**src/rtl/sync_slave_pkg.sv**
```systemverilog
// Constants, register map and carrier types for the synchronous slave serial port.
// Assumes a 32-bit APB slave with byte addresses and a pclk of 200 MHz.
package sync_slave_pkg;

  // Register byte addresses
  localparam logic [7:0] ADDR_TX_STATUS = 8'h00;
  localparam logic [7:0] ADDR_RX_STATUS = 8'h04;
  localparam logic [7:0] ADDR_TX_DATA = 8'h08;
  localparam logic [7:0] ADDR_RX_DATA = 8'h0c;
  localparam logic [7:0] ADDR_BAUD = 8'h10;
  localparam logic [7:0] ADDR_INT_CTRL = 8'h14;
  localparam logic [7:0] ADDR_PIN_CTRL = 8'h18;

  // transmit_status_control fields
  localparam int unsigned TXS_CLOCK_SOURCE_MASTER = 7;
  localparam int unsigned TXS_TX9 = 6;
  localparam int unsigned TXS_TRANSMIT_ENABLE = 5;
  localparam int unsigned TXS_SYNC = 4;
  localparam int unsigned TXS_TRMT = 1;
  localparam int unsigned TXS_TRANSMIT_NINTH_BIT = 0;

  // receive_status_control fields
  localparam int unsigned RXS_SERIAL_PORT_ENABLE = 7;
  localparam int unsigned RXS_RX9 = 6;
  localparam int unsigned RXS_SINGLE_RECEIVE_ENABLE = 5;
  localparam int unsigned RXS_CONTINUOUS_RECEIVE_ENABLE = 4;
  localparam int unsigned RXS_OVERRUN_ERROR_FLAG = 1;
  localparam int unsigned RXS_RECEIVED_NINTH_BIT = 0;

  // baud_and_clock_control, interrupt and pin control fields
  localparam int unsigned BAUD_RCIDL = 6;
  localparam int unsigned INT_GIE = 7;
  localparam int unsigned INT_PERIPHERAL_INTERRUPT_ENABLE = 6;
  localparam int unsigned INT_RECEIVE_INTERRUPT_ENABLE = 5;
  localparam int unsigned INT_TRANSMIT_INTERRUPT_ENABLE = 4;
  localparam int unsigned INT_RECEIVE_DATA_PENDING_FLAG = 1;
  localparam int unsigned INT_TRANSMIT_BUFFER_EMPTY_FLAG = 0;
  localparam int unsigned PIN_ANALOG_INPUT_SELECT_TIMING = 0;
  localparam int unsigned PIN_ANALOG_INPUT_SELECT_LINE = 1;

  // Reset values and fixed figures
  localparam logic [1:0] PIN_CTRL_RESET = 2'h3;
  localparam logic [3:0] BITS_SHORT = 4'h8;
  localparam logic [3:0] BITS_LONG = 4'h9;
  localparam logic [15:0] ISR_VECTOR = 16'h0004;

  typedef struct packed {
    logic clock_source_master;
    logic tx9;
    logic transmit_enable;
    logic sync;
    logic transmit_ninth_bit;
  } tx_ctl_t;

  typedef struct packed {
    logic serial_port_enable;
    logic rx9;
    logic single_receive_enable;
    logic continuous_receive_enable;
  } rx_ctl_t;

  typedef struct packed {
    logic global_interrupt_enable;
    logic peripheral_interrupt_enable;
    logic receive_interrupt_enable;
    logic transmit_interrupt_enable;
  } int_ctl_t;

  typedef struct packed {
    logic analog_input_select_line;
    logic analog_input_select_timing;
  } pin_ctl_t;

  typedef struct packed {
    logic ninth;
    logic [7:0] low;
  } char_t;

  typedef enum logic [0:0] {
    TX_EMPTY = 1'b0,
    TX_SHIFTING = 1'b1
  } tx_state_t;

endpackage

```
**src/rtl/sync_slave_serial_port.sv**
```systemverilog
// Synchronous slave serial port: transmit, receive and wake from Sleep.
// Assumes an APB master on pclk and an external master clocking the timing pin.
// What this block does
// - Queued word moves to shifter at once
// - Buffer-empty flag set each time the shifter loads
// - Transmit event wakes; vectors only with global enable
// - Slave transmit needs sync, enable, no receive
// - Transmit enable arms; buffer write starts sending
// - Nine-bit mode sends ninth bit last
// - Slave receive follows continuous enable, ignores single
// - Sleep reception loads buffer and wakes core
// - Completed character sets pending flag, interrupt
// - Received ninth bit shown in status field
// - Overrun clears with receive or port disable
// - Only slave mode shifts during Sleep
// - Shifters advance only on external clock edges
// - Reading buffer unloads; flag clears when empty
// - Whole clocked word sets pending flag, wakes
// - Wake resumes, or calls vector with global enable
// - Buffer write clears empty flag
// - Shift done reloads buffered byte, sets flag
// - Another write clears the empty flag again
// - Transmit wake needs both interrupt enables
// - Pins serve only with analog select clear
// - Clock driver off; one bit per clock
// - Change on leading edge, sample on trailing
// - Two-deep buffer; third character sets overrun
`timescale 1ns/1ps
module sync_slave_serial_port #(
  parameter int FIFO_DEPTH = 2
) (
  // Clock and reset
  input wire logic pclk,
  input wire logic presetn,
  // APB slave
  input wire logic [7:0] paddr,
  input wire logic psel,
  input wire logic penable,
  input wire logic pwrite,
  input wire logic [31:0] pwdata,
  input wire logic [3:0] pstrb,
  output logic [31:0] prdata,
  output logic pready,
  output logic pslverr,
  // Serial pins
  input wire logic serial_timing_pin_in,
  output logic serial_timing_pin_out,
  output logic serial_timing_pin_oe,
  input wire logic serial_line_pin_in,
  output logic serial_line_pin_out,
  output logic serial_line_pin_oe,
  // Core sleep and interrupt
  input wire logic sleep_mode,
  output logic irq_req,
  output logic wake_req,
  output logic isr_call,
  output logic [15:0] isr_addr
);

  localparam int CW = $clog2(FIFO_DEPTH + 1);
  localparam int PW = (FIFO_DEPTH > 1) ? $clog2(FIFO_DEPTH) : 1;

  function automatic logic [3:0] word_bits(input logic ninth_sel);
    word_bits = ninth_sel ? sync_slave_pkg::BITS_LONG : sync_slave_pkg::BITS_SHORT;
  endfunction

  function automatic logic addr_ok(input logic [7:0] a);
    addr_ok = (a == sync_slave_pkg::ADDR_TX_STATUS) || (a == sync_slave_pkg::ADDR_RX_STATUS) ||
              (a == sync_slave_pkg::ADDR_TX_DATA) || (a == sync_slave_pkg::ADDR_RX_DATA) ||
              (a == sync_slave_pkg::ADDR_BAUD) || (a == sync_slave_pkg::ADDR_INT_CTRL) ||
              (a == sync_slave_pkg::ADDR_PIN_CTRL);
  endfunction

  sync_slave_pkg::tx_ctl_t tx_ctl_q;
  sync_slave_pkg::rx_ctl_t rx_ctl_q;
  sync_slave_pkg::int_ctl_t int_ctl_q;
  sync_slave_pkg::pin_ctl_t pin_ctl_q;
  sync_slave_pkg::tx_state_t tx_state_q;
  sync_slave_pkg::char_t tx_buf_q;
  sync_slave_pkg::char_t fifo_q [FIFO_DEPTH];
  sync_slave_pkg::char_t rx_char;
  sync_slave_pkg::char_t fifo_top;

  logic [31:0] prdata_q;
  logic [31:0] rd_mux;
  logic pready_q, pslverr_q, pop_ok_q;
  logic ck_s1_q, ck_s2_q, ck_s3_q, ck_lvl_q;
  logic line_s1_q, line_s2_q, line_s3_q;
  logic ck_agree, ck_rise, ck_fall, line_bit;
  logic tx_buf_full_q, line_out_q, line_oe_q, ck_out_q, ck_oe_q;
  logic [8:0] tsr_q, rsr_q;
  logic [3:0] tx_cnt_q, rx_cnt_q;
  logic [CW-1:0] fifo_cnt_q;
  logic [PW-1:0] rd_ptr_q, wr_ptr;
  logic overrun_error_flag_q, irq_q, wake_q, isr_call_q;
  logic [15:0] isr_addr_q;
  logic slave_mode, tx_active, rx_active, setup, access, wr_acc, rd_acc;
  logic load_tsr, tx_wr, rx_done, push, pop, overrun, transmit_buffer_empty_flag, receive_data_pending_flag, tx_evt, rx_evt;

  assign prdata = prdata_q;
  assign pready = pready_q;
  assign pslverr = pslverr_q;
  assign serial_timing_pin_out = ck_out_q;
  assign serial_timing_pin_oe = ck_oe_q;
  assign serial_line_pin_out = line_out_q;
  assign serial_line_pin_oe = line_oe_q;
  assign irq_req = irq_q;
  assign wake_req = wake_q;
  assign isr_call = isr_call_q;
  assign isr_addr = isr_addr_q;

  // Mode decode
  assign slave_mode = rx_ctl_q.serial_port_enable & tx_ctl_q.sync & ~tx_ctl_q.clock_source_master;
  assign tx_active = slave_mode & tx_ctl_q.transmit_enable & ~rx_ctl_q.continuous_receive_enable & ~rx_ctl_q.single_receive_enable;
  // Single receive enable plays no part in slave reception
  assign rx_active = slave_mode & rx_ctl_q.continuous_receive_enable & ~overrun_error_flag_q;

  // APB handshake
  assign setup = psel & ~penable;
  assign access = psel & penable & pready_q;
  assign wr_acc = access & pwrite & pstrb[0];
  assign rd_acc = access & ~pwrite;

  // Three-stage synchronisers; stage one feeds stage two only
  always_ff @(posedge pclk or negedge presetn) begin
    if (!presetn) begin
      ck_s1_q <= 1'b0;
      ck_s2_q <= 1'b0;
      ck_s3_q <= 1'b0;
      line_s1_q <= 1'b0;
      line_s2_q <= 1'b0;
      line_s3_q <= 1'b0;
    end else begin
      ck_s1_q <= serial_timing_pin_in;
      ck_s2_q <= ck_s1_q;
      ck_s3_q <= ck_s2_q;
      line_s1_q <= serial_line_pin_in;
      line_s2_q <= line_s1_q;
      line_s3_q <= line_s2_q;
    end
  end

  // Clock level accepted only when stages agree; analog select blanks it
  always_ff @(posedge pclk or negedge presetn) begin
    if (!presetn) begin
      ck_lvl_q <= 1'b0;
    end else if (pin_ctl_q.analog_input_select_timing) begin
      ck_lvl_q <= 1'b0;
    end else if (ck_s2_q == ck_s3_q) begin
      ck_lvl_q <= ck_s3_q;
    end
  end

  // Idle-low clock: rising is leading, falling is trailing
  // Edge from agreeing stages directly, so a bit is out within half a link period
  assign ck_agree = ~pin_ctl_q.analog_input_select_timing & (ck_s2_q == ck_s3_q);
  assign ck_rise = ck_agree & ck_s3_q & ~ck_lvl_q;
  assign ck_fall = ck_agree & ~ck_s3_q & ck_lvl_q;
  assign line_bit = pin_ctl_q.analog_input_select_line ? 1'b0 : line_s3_q;

  // Control registers
  always_ff @(posedge pclk or negedge presetn) begin
    if (!presetn) begin
      tx_ctl_q <= '0;
    end else if (wr_acc && paddr == sync_slave_pkg::ADDR_TX_STATUS) begin
      tx_ctl_q.clock_source_master <= pwdata[sync_slave_pkg::TXS_CLOCK_SOURCE_MASTER];
      tx_ctl_q.tx9 <= pwdata[sync_slave_pkg::TXS_TX9];
      tx_ctl_q.transmit_enable <= pwdata[sync_slave_pkg::TXS_TRANSMIT_ENABLE];
      tx_ctl_q.sync <= pwdata[sync_slave_pkg::TXS_SYNC];
      tx_ctl_q.transmit_ninth_bit <= pwdata[sync_slave_pkg::TXS_TRANSMIT_NINTH_BIT];
    end
  end

  always_ff @(posedge pclk or negedge presetn) begin
    if (!presetn) begin
      rx_ctl_q <= '0;
    end else if (wr_acc && paddr == sync_slave_pkg::ADDR_RX_STATUS) begin
      rx_ctl_q.serial_port_enable <= pwdata[sync_slave_pkg::RXS_SERIAL_PORT_ENABLE];
      rx_ctl_q.rx9 <= pwdata[sync_slave_pkg::RXS_RX9];
      rx_ctl_q.single_receive_enable <= pwdata[sync_slave_pkg::RXS_SINGLE_RECEIVE_ENABLE];
      rx_ctl_q.continuous_receive_enable <= pwdata[sync_slave_pkg::RXS_CONTINUOUS_RECEIVE_ENABLE];
    end
  end

  always_ff @(posedge pclk or negedge presetn) begin
    if (!presetn) begin
      int_ctl_q <= '0;
      pin_ctl_q <= sync_slave_pkg::PIN_CTRL_RESET;
    end else if (wr_acc && paddr == sync_slave_pkg::ADDR_INT_CTRL) begin
      int_ctl_q.global_interrupt_enable <= pwdata[sync_slave_pkg::INT_GIE];
      int_ctl_q.peripheral_interrupt_enable <= pwdata[sync_slave_pkg::INT_PERIPHERAL_INTERRUPT_ENABLE];
      int_ctl_q.receive_interrupt_enable <= pwdata[sync_slave_pkg::INT_RECEIVE_INTERRUPT_ENABLE];
      int_ctl_q.transmit_interrupt_enable <= pwdata[sync_slave_pkg::INT_TRANSMIT_INTERRUPT_ENABLE];
    end else if (wr_acc && paddr == sync_slave_pkg::ADDR_PIN_CTRL) begin
      pin_ctl_q.analog_input_select_line <= pwdata[sync_slave_pkg::PIN_ANALOG_INPUT_SELECT_LINE];
      pin_ctl_q.analog_input_select_timing <= pwdata[sync_slave_pkg::PIN_ANALOG_INPUT_SELECT_TIMING];
    end
  end

  // Transmit buffer; a write while full is dropped
  assign tx_wr = wr_acc && paddr == sync_slave_pkg::ADDR_TX_DATA;
  assign load_tsr = tx_active && tx_state_q == sync_slave_pkg::TX_EMPTY && tx_buf_full_q;
  assign transmit_buffer_empty_flag = ~tx_buf_full_q;

  always_ff @(posedge pclk or negedge presetn) begin
    if (!presetn) begin
      tx_buf_q <= '0;
      tx_buf_full_q <= 1'b0;
    end else if (!rx_ctl_q.serial_port_enable) begin
      tx_buf_full_q <= 1'b0;
    end else if (tx_wr && !tx_buf_full_q) begin
      tx_buf_q.low <= pwdata[7:0];
      tx_buf_q.ninth <= tx_ctl_q.tx9 & tx_ctl_q.transmit_ninth_bit;
      tx_buf_full_q <= 1'b1;
    end else if (load_tsr) begin
      tx_buf_full_q <= 1'b0;
    end
  end

  // Transmit shifter: new bit on leading edge, word ends at last trailing edge
  always_ff @(posedge pclk or negedge presetn) begin
    if (!presetn) begin
      tx_state_q <= sync_slave_pkg::TX_EMPTY;
      tsr_q <= '0;
      tx_cnt_q <= '0;
      line_out_q <= 1'b0;
    end else if (!tx_active) begin
      tx_state_q <= sync_slave_pkg::TX_EMPTY;
      tx_cnt_q <= '0;
    end else begin
      case (tx_state_q)
        sync_slave_pkg::TX_EMPTY: begin
          if (load_tsr) begin
            tsr_q <= tx_buf_q;
            tx_cnt_q <= '0;
            tx_state_q <= sync_slave_pkg::TX_SHIFTING;
          end
        end
        sync_slave_pkg::TX_SHIFTING: begin
          if (ck_rise && tx_cnt_q != word_bits(tx_ctl_q.tx9)) begin
            line_out_q <= tsr_q[0];
            tsr_q <= {1'b0, tsr_q[8:1]};
            tx_cnt_q <= tx_cnt_q + 4'h1;
          end else if (ck_fall && tx_cnt_q == word_bits(tx_ctl_q.tx9)) begin
            tx_state_q <= sync_slave_pkg::TX_EMPTY;
          end
        end
        default: begin
          tx_state_q <= sync_slave_pkg::TX_EMPTY;
        end
      endcase
    end
  end

  // Pin drivers: the timing pin is never driven in slave mode
  always_ff @(posedge pclk or negedge presetn) begin
    if (!presetn) begin
      line_oe_q <= 1'b0;
      ck_out_q <= 1'b0;
      ck_oe_q <= 1'b0;
    end else begin
      line_oe_q <= tx_active & ~pin_ctl_q.analog_input_select_line;
      ck_out_q <= 1'b0;
      ck_oe_q <= 1'b0;
    end
  end

  // Receive shifter samples on trailing edge, lowest bit first
  assign rx_done = rx_active && ck_fall && rx_cnt_q == word_bits(rx_ctl_q.rx9) - 4'h1;
  always_comb begin
    rx_char = '0;
    if (rx_ctl_q.rx9) begin
      rx_char.low = rsr_q[7:0];
      rx_char.ninth = line_bit;
    end else begin
      rx_char.low = {line_bit, rsr_q[6:0]};
    end
  end

  always_ff @(posedge pclk or negedge presetn) begin
    if (!presetn) begin
      rsr_q <= '0;
      rx_cnt_q <= '0;
    end else if (!rx_active) begin
      rx_cnt_q <= '0; // Partial character is discarded
    end else if (ck_fall) begin
      rsr_q[rx_cnt_q] <= line_bit;
      rx_cnt_q <= rx_done ? 4'h0 : rx_cnt_q + 4'h1;
    end
  end

  // Two-deep receive buffer; a full buffer refuses the third character
  assign wr_ptr = PW'((rd_ptr_q + fifo_cnt_q) % FIFO_DEPTH);
  assign push = rx_done && fifo_cnt_q != CW'(FIFO_DEPTH);
  assign overrun = rx_done && fifo_cnt_q == CW'(FIFO_DEPTH);
  assign pop = rd_acc && pop_ok_q && paddr == sync_slave_pkg::ADDR_RX_DATA;
  assign receive_data_pending_flag = fifo_cnt_q != '0;
  assign fifo_top = fifo_q[rd_ptr_q];

  always_ff @(posedge pclk) begin
    if (push) begin
      fifo_q[wr_ptr] <= rx_char;
    end
  end

  always_ff @(posedge pclk or negedge presetn) begin
    if (!presetn) begin
      fifo_cnt_q <= '0;
      rd_ptr_q <= '0;
    end else if (!rx_ctl_q.serial_port_enable) begin
      fifo_cnt_q <= '0;
      rd_ptr_q <= '0;
    end else begin
      if (pop) begin
        rd_ptr_q <= PW'((rd_ptr_q + 1'b1) % FIFO_DEPTH);
      end
      if (push && !pop) begin
        fifo_cnt_q <= fifo_cnt_q + 1'b1;
      end else if (pop && !push) begin
        fifo_cnt_q <= fifo_cnt_q - 1'b1;
      end
    end
  end

  // Overrun holds until reception or the port is disabled
  always_ff @(posedge pclk or negedge presetn) begin
    if (!presetn) begin
      overrun_error_flag_q <= 1'b0;
    end else if (!rx_ctl_q.serial_port_enable || !rx_ctl_q.continuous_receive_enable) begin
      overrun_error_flag_q <= 1'b0;
    end else if (overrun) begin
      overrun_error_flag_q <= 1'b1;
    end
  end

  // Wake and vector requests toward the core
  assign tx_evt = transmit_buffer_empty_flag & int_ctl_q.transmit_interrupt_enable & int_ctl_q.peripheral_interrupt_enable;
  assign rx_evt = receive_data_pending_flag & int_ctl_q.receive_interrupt_enable;
  always_ff @(posedge pclk or negedge presetn) begin
    if (!presetn) begin
      irq_q <= 1'b0;
      wake_q <= 1'b0;
      isr_call_q <= 1'b0;
      isr_addr_q <= '0;
    end else begin
      irq_q <= tx_evt | rx_evt;
      wake_q <= sleep_mode & (tx_evt | rx_evt);
      isr_call_q <= (tx_evt | rx_evt) & int_ctl_q.global_interrupt_enable;
      isr_addr_q <= sync_slave_pkg::ISR_VECTOR;
    end
  end

  // Read data is frozen at setup so a pop matches what was returned
  always_comb begin
    rd_mux = '0;
    case (paddr)
      sync_slave_pkg::ADDR_TX_STATUS: begin
        rd_mux[sync_slave_pkg::TXS_CLOCK_SOURCE_MASTER] = tx_ctl_q.clock_source_master;
        rd_mux[sync_slave_pkg::TXS_TX9] = tx_ctl_q.tx9;
        rd_mux[sync_slave_pkg::TXS_TRANSMIT_ENABLE] = tx_ctl_q.transmit_enable;
        rd_mux[sync_slave_pkg::TXS_SYNC] = tx_ctl_q.sync;
        rd_mux[sync_slave_pkg::TXS_TRMT] = tx_state_q == sync_slave_pkg::TX_EMPTY;
        rd_mux[sync_slave_pkg::TXS_TRANSMIT_NINTH_BIT] = tx_ctl_q.transmit_ninth_bit;
      end
      sync_slave_pkg::ADDR_RX_STATUS: begin
        rd_mux[sync_slave_pkg::RXS_SERIAL_PORT_ENABLE] = rx_ctl_q.serial_port_enable;
        rd_mux[sync_slave_pkg::RXS_RX9] = rx_ctl_q.rx9;
        rd_mux[sync_slave_pkg::RXS_SINGLE_RECEIVE_ENABLE] = rx_ctl_q.single_receive_enable;
        rd_mux[sync_slave_pkg::RXS_CONTINUOUS_RECEIVE_ENABLE] = rx_ctl_q.continuous_receive_enable;
        rd_mux[sync_slave_pkg::RXS_OVERRUN_ERROR_FLAG] = overrun_error_flag_q;
        rd_mux[sync_slave_pkg::RXS_RECEIVED_NINTH_BIT] = receive_data_pending_flag & fifo_top.ninth;
      end
      sync_slave_pkg::ADDR_RX_DATA: begin
        rd_mux[7:0] = receive_data_pending_flag ? fifo_top.low : 8'h00;
      end
      sync_slave_pkg::ADDR_BAUD: begin
        rd_mux[sync_slave_pkg::BAUD_RCIDL] = ~(slave_mode & rx_ctl_q.continuous_receive_enable);
      end
      sync_slave_pkg::ADDR_INT_CTRL: begin
        rd_mux[sync_slave_pkg::INT_GIE] = int_ctl_q.global_interrupt_enable;
        rd_mux[sync_slave_pkg::INT_PERIPHERAL_INTERRUPT_ENABLE] = int_ctl_q.peripheral_interrupt_enable;
        rd_mux[sync_slave_pkg::INT_RECEIVE_INTERRUPT_ENABLE] = int_ctl_q.receive_interrupt_enable;
        rd_mux[sync_slave_pkg::INT_TRANSMIT_INTERRUPT_ENABLE] = int_ctl_q.transmit_interrupt_enable;
        rd_mux[sync_slave_pkg::INT_RECEIVE_DATA_PENDING_FLAG] = receive_data_pending_flag;
        rd_mux[sync_slave_pkg::INT_TRANSMIT_BUFFER_EMPTY_FLAG] = transmit_buffer_empty_flag;
      end
      sync_slave_pkg::ADDR_PIN_CTRL: begin
        rd_mux[sync_slave_pkg::PIN_ANALOG_INPUT_SELECT_LINE] = pin_ctl_q.analog_input_select_line;
        rd_mux[sync_slave_pkg::PIN_ANALOG_INPUT_SELECT_TIMING] = pin_ctl_q.analog_input_select_timing;
      end
      default: begin
        rd_mux = '0;
      end
    endcase
  end

  // No wait states: pready rises in the first access cycle
  always_ff @(posedge pclk or negedge presetn) begin
    if (!presetn) begin
      pready_q <= 1'b0;
      pslverr_q <= 1'b0;
      prdata_q <= '0;
      pop_ok_q <= 1'b0;
    end else begin
      pready_q <= setup;
      pslverr_q <= setup & ~addr_ok(paddr);
      prdata_q <= (setup && !pwrite) ? rd_mux : '0;
      pop_ok_q <= setup & ~pwrite & receive_data_pending_flag;
    end
  end
endmodule

```
**config.mk**
```make
export PLATFORM = sky130hd
export DESIGN_NAME = sync_slave_serial_port
export DESIGN_NICKNAME = d
export VERILOG_FILES = /design/src/rtl/sync_slave_pkg.sv /design/src/rtl/sync_slave_serial_port.sv
export SDC_FILE = /design/constraint.sdc
export NUM_CORES = 1
export LEC_CHECK = 0
export BUFFER_PORTS_ARGS = -buffer_cell sky130_fd_sc_hd__clkbuf_2
export CAP_MARGIN = 10
export CORE_MARGIN = 2
export CORE_UTILIZATION = 45
export CTS_BUF_LIST = sky130_fd_sc_hd__clkbuf_4
export DETAILED_ROUTE_END_ITERATION = 8
export GPL_TIMING_DRIVEN = 1
export PLACE_DENSITY = 0.69
export SYNTH_ARGS = -nofsm -noshare
export SYNTH_HDL_FRONTEND = slang
export SYNTH_SLANG_ARGS = --single-unit
```
**constraint.sdc**
```tcl
create_clock -name pclk -period 4.5 [get_ports pclk]
set_input_delay 0.45 -clock pclk [delete_from_list [all_inputs] [get_ports pclk]]
set_output_delay 0.45 -clock pclk [all_outputs]
set_load 0.01 [all_outputs]
```
# Word-level counts from Yosys, hierarchy flattened
# Memory sizes are Yosys's and may differ from the RTL's.
# Cells that the tools add are included.
# word_totals
memories	1
ff_bits	80
mem_bits_rw	18
input_bits	52
elab_cells	205
out_inout_bits	57
# classes
eq_ne	20
bitwise_logic	45
add_sub_neg	7
reduce_logical	43
mux	44
n_lt_le_gt_ge	2
# memory_table
name	depth	width	rd	rd_clocked_by_memory_dff	write_ports	line_no	text
fifo_q	2	9	1	0	1	sync_slave_serial_port.sv:80	sync_slave_pkg::char_t fifo_q [FIFO_DEPTH];
# ops
op	n
$and A1 B1 Y1	29
$eq A8 B5 Y1 const B	3
$mux W4	6
$mux W8	3
$logic_and A1 B1 Y1	20
$mux W1	20
$mux W9	2
$pmux W9 S2	1
$eq A8 B4 Y1 const B	2
$not A1 Y1	15
$pmux W2 S5	1
$bwmux W9	1
$add A4 B1 Y4 const B	2
$eq A4 B4 Y1	2
$eq A8 B3 Y1 const B	1
$logic_not A8 Y1	1
$mux W2	4
$pmux W2 S4	1
$pmux W4 S2	1
$reduce_and A2 Y1	4
$logic_or A1 B1 Y1	7
$logic_not A1 Y1	6
$ne A2 B2 Y1 const B	3
$ne A3 B1 Y1 const B	2
other kinds (20)	24

# Longest topological paths before layout
# depth
ltp_word	12
mapped_depth	6
mapped_depth_nobuf	5

# Worst setup path after synthesis
# Ideal clock, no wire load.
# synth_timing
kind	register -> register
startpoint	reg rx_cnt_q[0]
endpoint	mem fifo_q[0][0] (netlist name) (enable)
t_arrival_ns	1.665
t_required_ns	4.125
synth_period_minus_slack_ns	2.040
slack_ns	2.460
path_stages_with_launch	5
path_cell_list	dfrtp_1 -> nand3_1 -> o32ai_1 -> nand4_1 -> nor2b_1
# synth_between
elab_chain_len	5
# synth_lines
item	line_no	text
from (decl)	sync_slave_serial_port.sv:92	logic [3:0] tx_cnt_q, rx_cnt_q;
from (signal assigned)	sync_slave_serial_port.sv:288	rx_cnt_q <= rx_done ? 4'h0 : rx_cnt_q + 4'h1;
$eq A4 B4 Y1	sync_slave_serial_port.sv:269	assign rx_done = rx_active && ck_fall && rx_cnt_q == word_bits(rx_ctl_q.rx9) - 4'h1;
$logic_and A1 B1 Y1	sync_slave_serial_port.sv:269	
$logic_and A1 B1 Y1	sync_slave_serial_port.sv:294	assign push = rx_done && fifo_cnt_q != CW'(FIFO_DEPTH);
$mux W1	sync_slave_serial_port.sv:301	if (push) begin
$mux W1 (not written as such)	sync_slave_serial_port.sv:302	fifo_q[wr_ptr] <= rx_char;
to (decl)	sync_slave_serial_port.sv:80	
# No other way between the ends.

# Worst setup path after layout
# layout_timing
startpoint	reg rx_cnt_q[0]
endpoint	mem fifo_q[0][6] (netlist name) (enable)
# The elaborated chain is that of the path after synthesis.

==> results.json <==
{
  "synth.area.top_cells": "dfrtp_1, edfxtp_1, mux2_1",
  "synth_edf_count": 18,
  "syn_inst": 391,
  "rsz0062_at_grt": "no",
  "area_growth_pct": 6.70,
  "die_x_um": 105,
  "start_kind": "flop",
  "critPathKind": "reg -> reg",
  "slew_violations": 0,
  "postCtsHoldBufs": 0,
  "arrival_ns": 2.71,
  "finalNonFillerCells": 572,
  "finClkSkew_ns": 0.0165,
  "hp-class": "in -> reg",
  "cts-resized-gates": 0,
  "synthArstFlopShare": 0.814,
  "cts_buffers": 9,
  "synth_seq_area_share": 0.544,
  "syn_area_um2": 4630,
  "die_y_um": 105,
  "core_um2": 10100,
  "grt_pass1_wl_um": 13900,
  "gp_congestion": 0.843,
  "grt_use_total": 0.160,
  "synth_top_area_cell": "dfrtp_1",
  "vdd_ir_drop_max_mv": 0.110,
  "antenna_found_initial": 1,
  "synthTopCellsByCount": "dfrtp_1, buf_4, mux2_1",
  "crit_family": "simple AND/OR/NAND/NOR gates",
  "insertion_delay_ns": 0.45,
  "fin_setup_tns_ns": 0,
  "ant_nets": 0,
  "hold_slack_ns": 0.101,
  "nNetsFinal": 487,
  "viasPerCell": 5.07,
  "dp_hpwl_um": 5930,
  "status": "complete, no violations",
  "synthFlopType": "dfrtp_1",
  "wl_per_cell_um": 14.6,
  "dp.cells": 555,
  "worstMarginPinSlew_ns": 0.976,
  "leakage_nw": 2.20,
  "power.density_nw_per_um2": 288,
  "first_global_vias": 2782,
  "fin_crit_sh": 0.584,
  "clk_pin_slew_ns": 0.13,
  "setup_viol": 0,
  "cts_tree": "done",
  "start_util": 0.457,
  "final_area_um2": 4940,
  "drt_first_pass_iters": 4,
  "fin_crit_ns": 2.63,
  "path_cells": "nand3_1 -> o32ai_1 -> nand4_1 -> nor2b_1",
  "synth_seq_cells": 97,
  "syn_area_per_cell_um2": 11.8,
  "place_area_um2": 4800,
  "relSlewSlack": 0.349,
  "cts_setup_buffers": 0,
  "max_stage_delay_ns": 0.72,
  "max_freq_mhz": 380,
  "htreeDepth": 3,
  "grt_start_max_net_pins": 80,
  "drt_iter0_drc": 248,
  "synth_cell_type_count": 60,
  "cts_num_sinks": 97,
  "yosysWarningCount": 0,
  "vias": 2901,
  "cp_slowest_cell": "nor2b_1",
  "critPathBufInv": 0,
  "endpoint_kind": "flop",
  "drc_errors": 0,
  "synthMostInstantiatedCell": "dfrtp_1",
  "overflow": 0,
  "io_pins": 109,
  "die_area_um2": 11100,
  "wl_um": 8330,
  "cp_max_fo": 9,
  "rows": 37,
  "cts_buffer_depth": 2,
  "required_ns": 4.58,
  "finalHoldViolations": 0,
  "root_buffer": "clkbuf_4",
  "p_total_mw": 1.42,
  "port_buffers": 40,
  "post_route_cells_drive_above_1_share": 0.163,
  "yosysTopAreaCellShare": 0.416,
  "cap_viol_max_count": 0
}
## worst paths after layout
kind	from	end	slack, ns	cells after the start
hold reg to reg	line_s1_q	line_s2_q	0.35	0
setup / recovery	rx_cnt_q[0]	fifo_q[0][6]	1.87	4
setup reg to reg	rx_cnt_q[0]	fifo_q[0][6]	1.87	4
max in group asynchronous	presetn	prdata[4]	3.72	1
min in group asynchronous	presetn	ck_lvl_q	0.13	1
hold / removal	serial_timing_pin_in	ck_s1_q	0.10	1
## sequential cells by signal, summed over array words and instances (netlist names), 2 cells and up
register    flops
fifo_cnt_q      2
fifo_q         18
int_ctl_q       4
pin_ctl_q       2
prdata          8
rsr_q           8
rx_cnt_q        4
rx_ctl_q        4
tsr_q           9
tx_buf_q        9
tx_cnt_q        4
tx_ctl_q        5
## metal layers
metal	part of all wire	track usage
met1	0.49	0.225
met2	0.44	0.239
met3	0.053	0.0303
met4	0.021	0.0752
met5	0	0
## area by class of cell
type	count	area (µm²)
tap	136	170
timing repair buffer	40	203
antenna	1	2.50
fill	898	5200
clock inverter	4	45.0
inverter	4	15.0
multi-input combinational	278	1890
clock buffer	12	90.1
sequential	97	2520
## stage by stage
| step | worst slack [ns] | util |
|---|---|---|
| after floorplan | 2.46 | - |
| after global placement | 1.92 | 0.474 |
| after detailed placement | 1.86 | 0.474 |
| after CTS | 1.83 | 0.487 |
| after global routing | 1.62 | 0.487 |
| final | 1.87 | 0.487 |
## worst reg2reg max path: stages, from the launching register on
cell,delay [ns]
dfrtp_1,0.48
nand3_1,0.15
o32ai_1,0.55
nand4_1,0.37
nor2b_1,0.73
## cells by family after synthesis
logic type / count (synthesis) / share of synthesized area
adder cells (fa/ha/maj): 5 / 0.0135
flip-flops: 97 / 0.544
multiplexers: 54 / 0.130
other: 2 / 0.00162
AND/OR/NAND/NOR: 116 / 0.151
buffers and inverters: 56 / 0.0789
AO/OA/AOI/OAI: 54 / 0.0681
XOR/XNOR: 7 / 0.0132
## power by group
group	total [mW]	internal, mW	switching, mW
Combinational	0.0687	0.0172	0.0515
Sequential	0.900	0.897	0.00337
Clock	0.454	0.187	0.268
## layout by cell type, fill, tap and decap left out, types with 2 or more instances in the layout
master,synthesis,final
clkbuf_2,0,39
edfxtp_1,18,18
mux2_1,33,33
dfstp_2,2,2
nor2_1,13,13
a31oi_1,4,4
a21oi_1,9,9
clkbuf_4,0,12
mux2i_1,15,15
dfrtp_1,77,77
and3_1,3,3
mux2_2,5,5
o22ai_1,2,2
conb_1,2,42
nand2b_1,4,4
nand2_1,29,29
xnor2_1,3,3
and2_1,7,7
o21ai_1,22,22
nor3b_1,6,6
nor2b_1,8,8
xor2_1,4,4
nor4b_2,2,2
ha_1,5,5
nand4_1,3,3
inv_1,4,4
nand3_1,13,13
nor3_1,9,9
o21ai_0,5,5
a22oi_1,3,3
or2_1,2,2
Power figures use the tool's default switching activity.
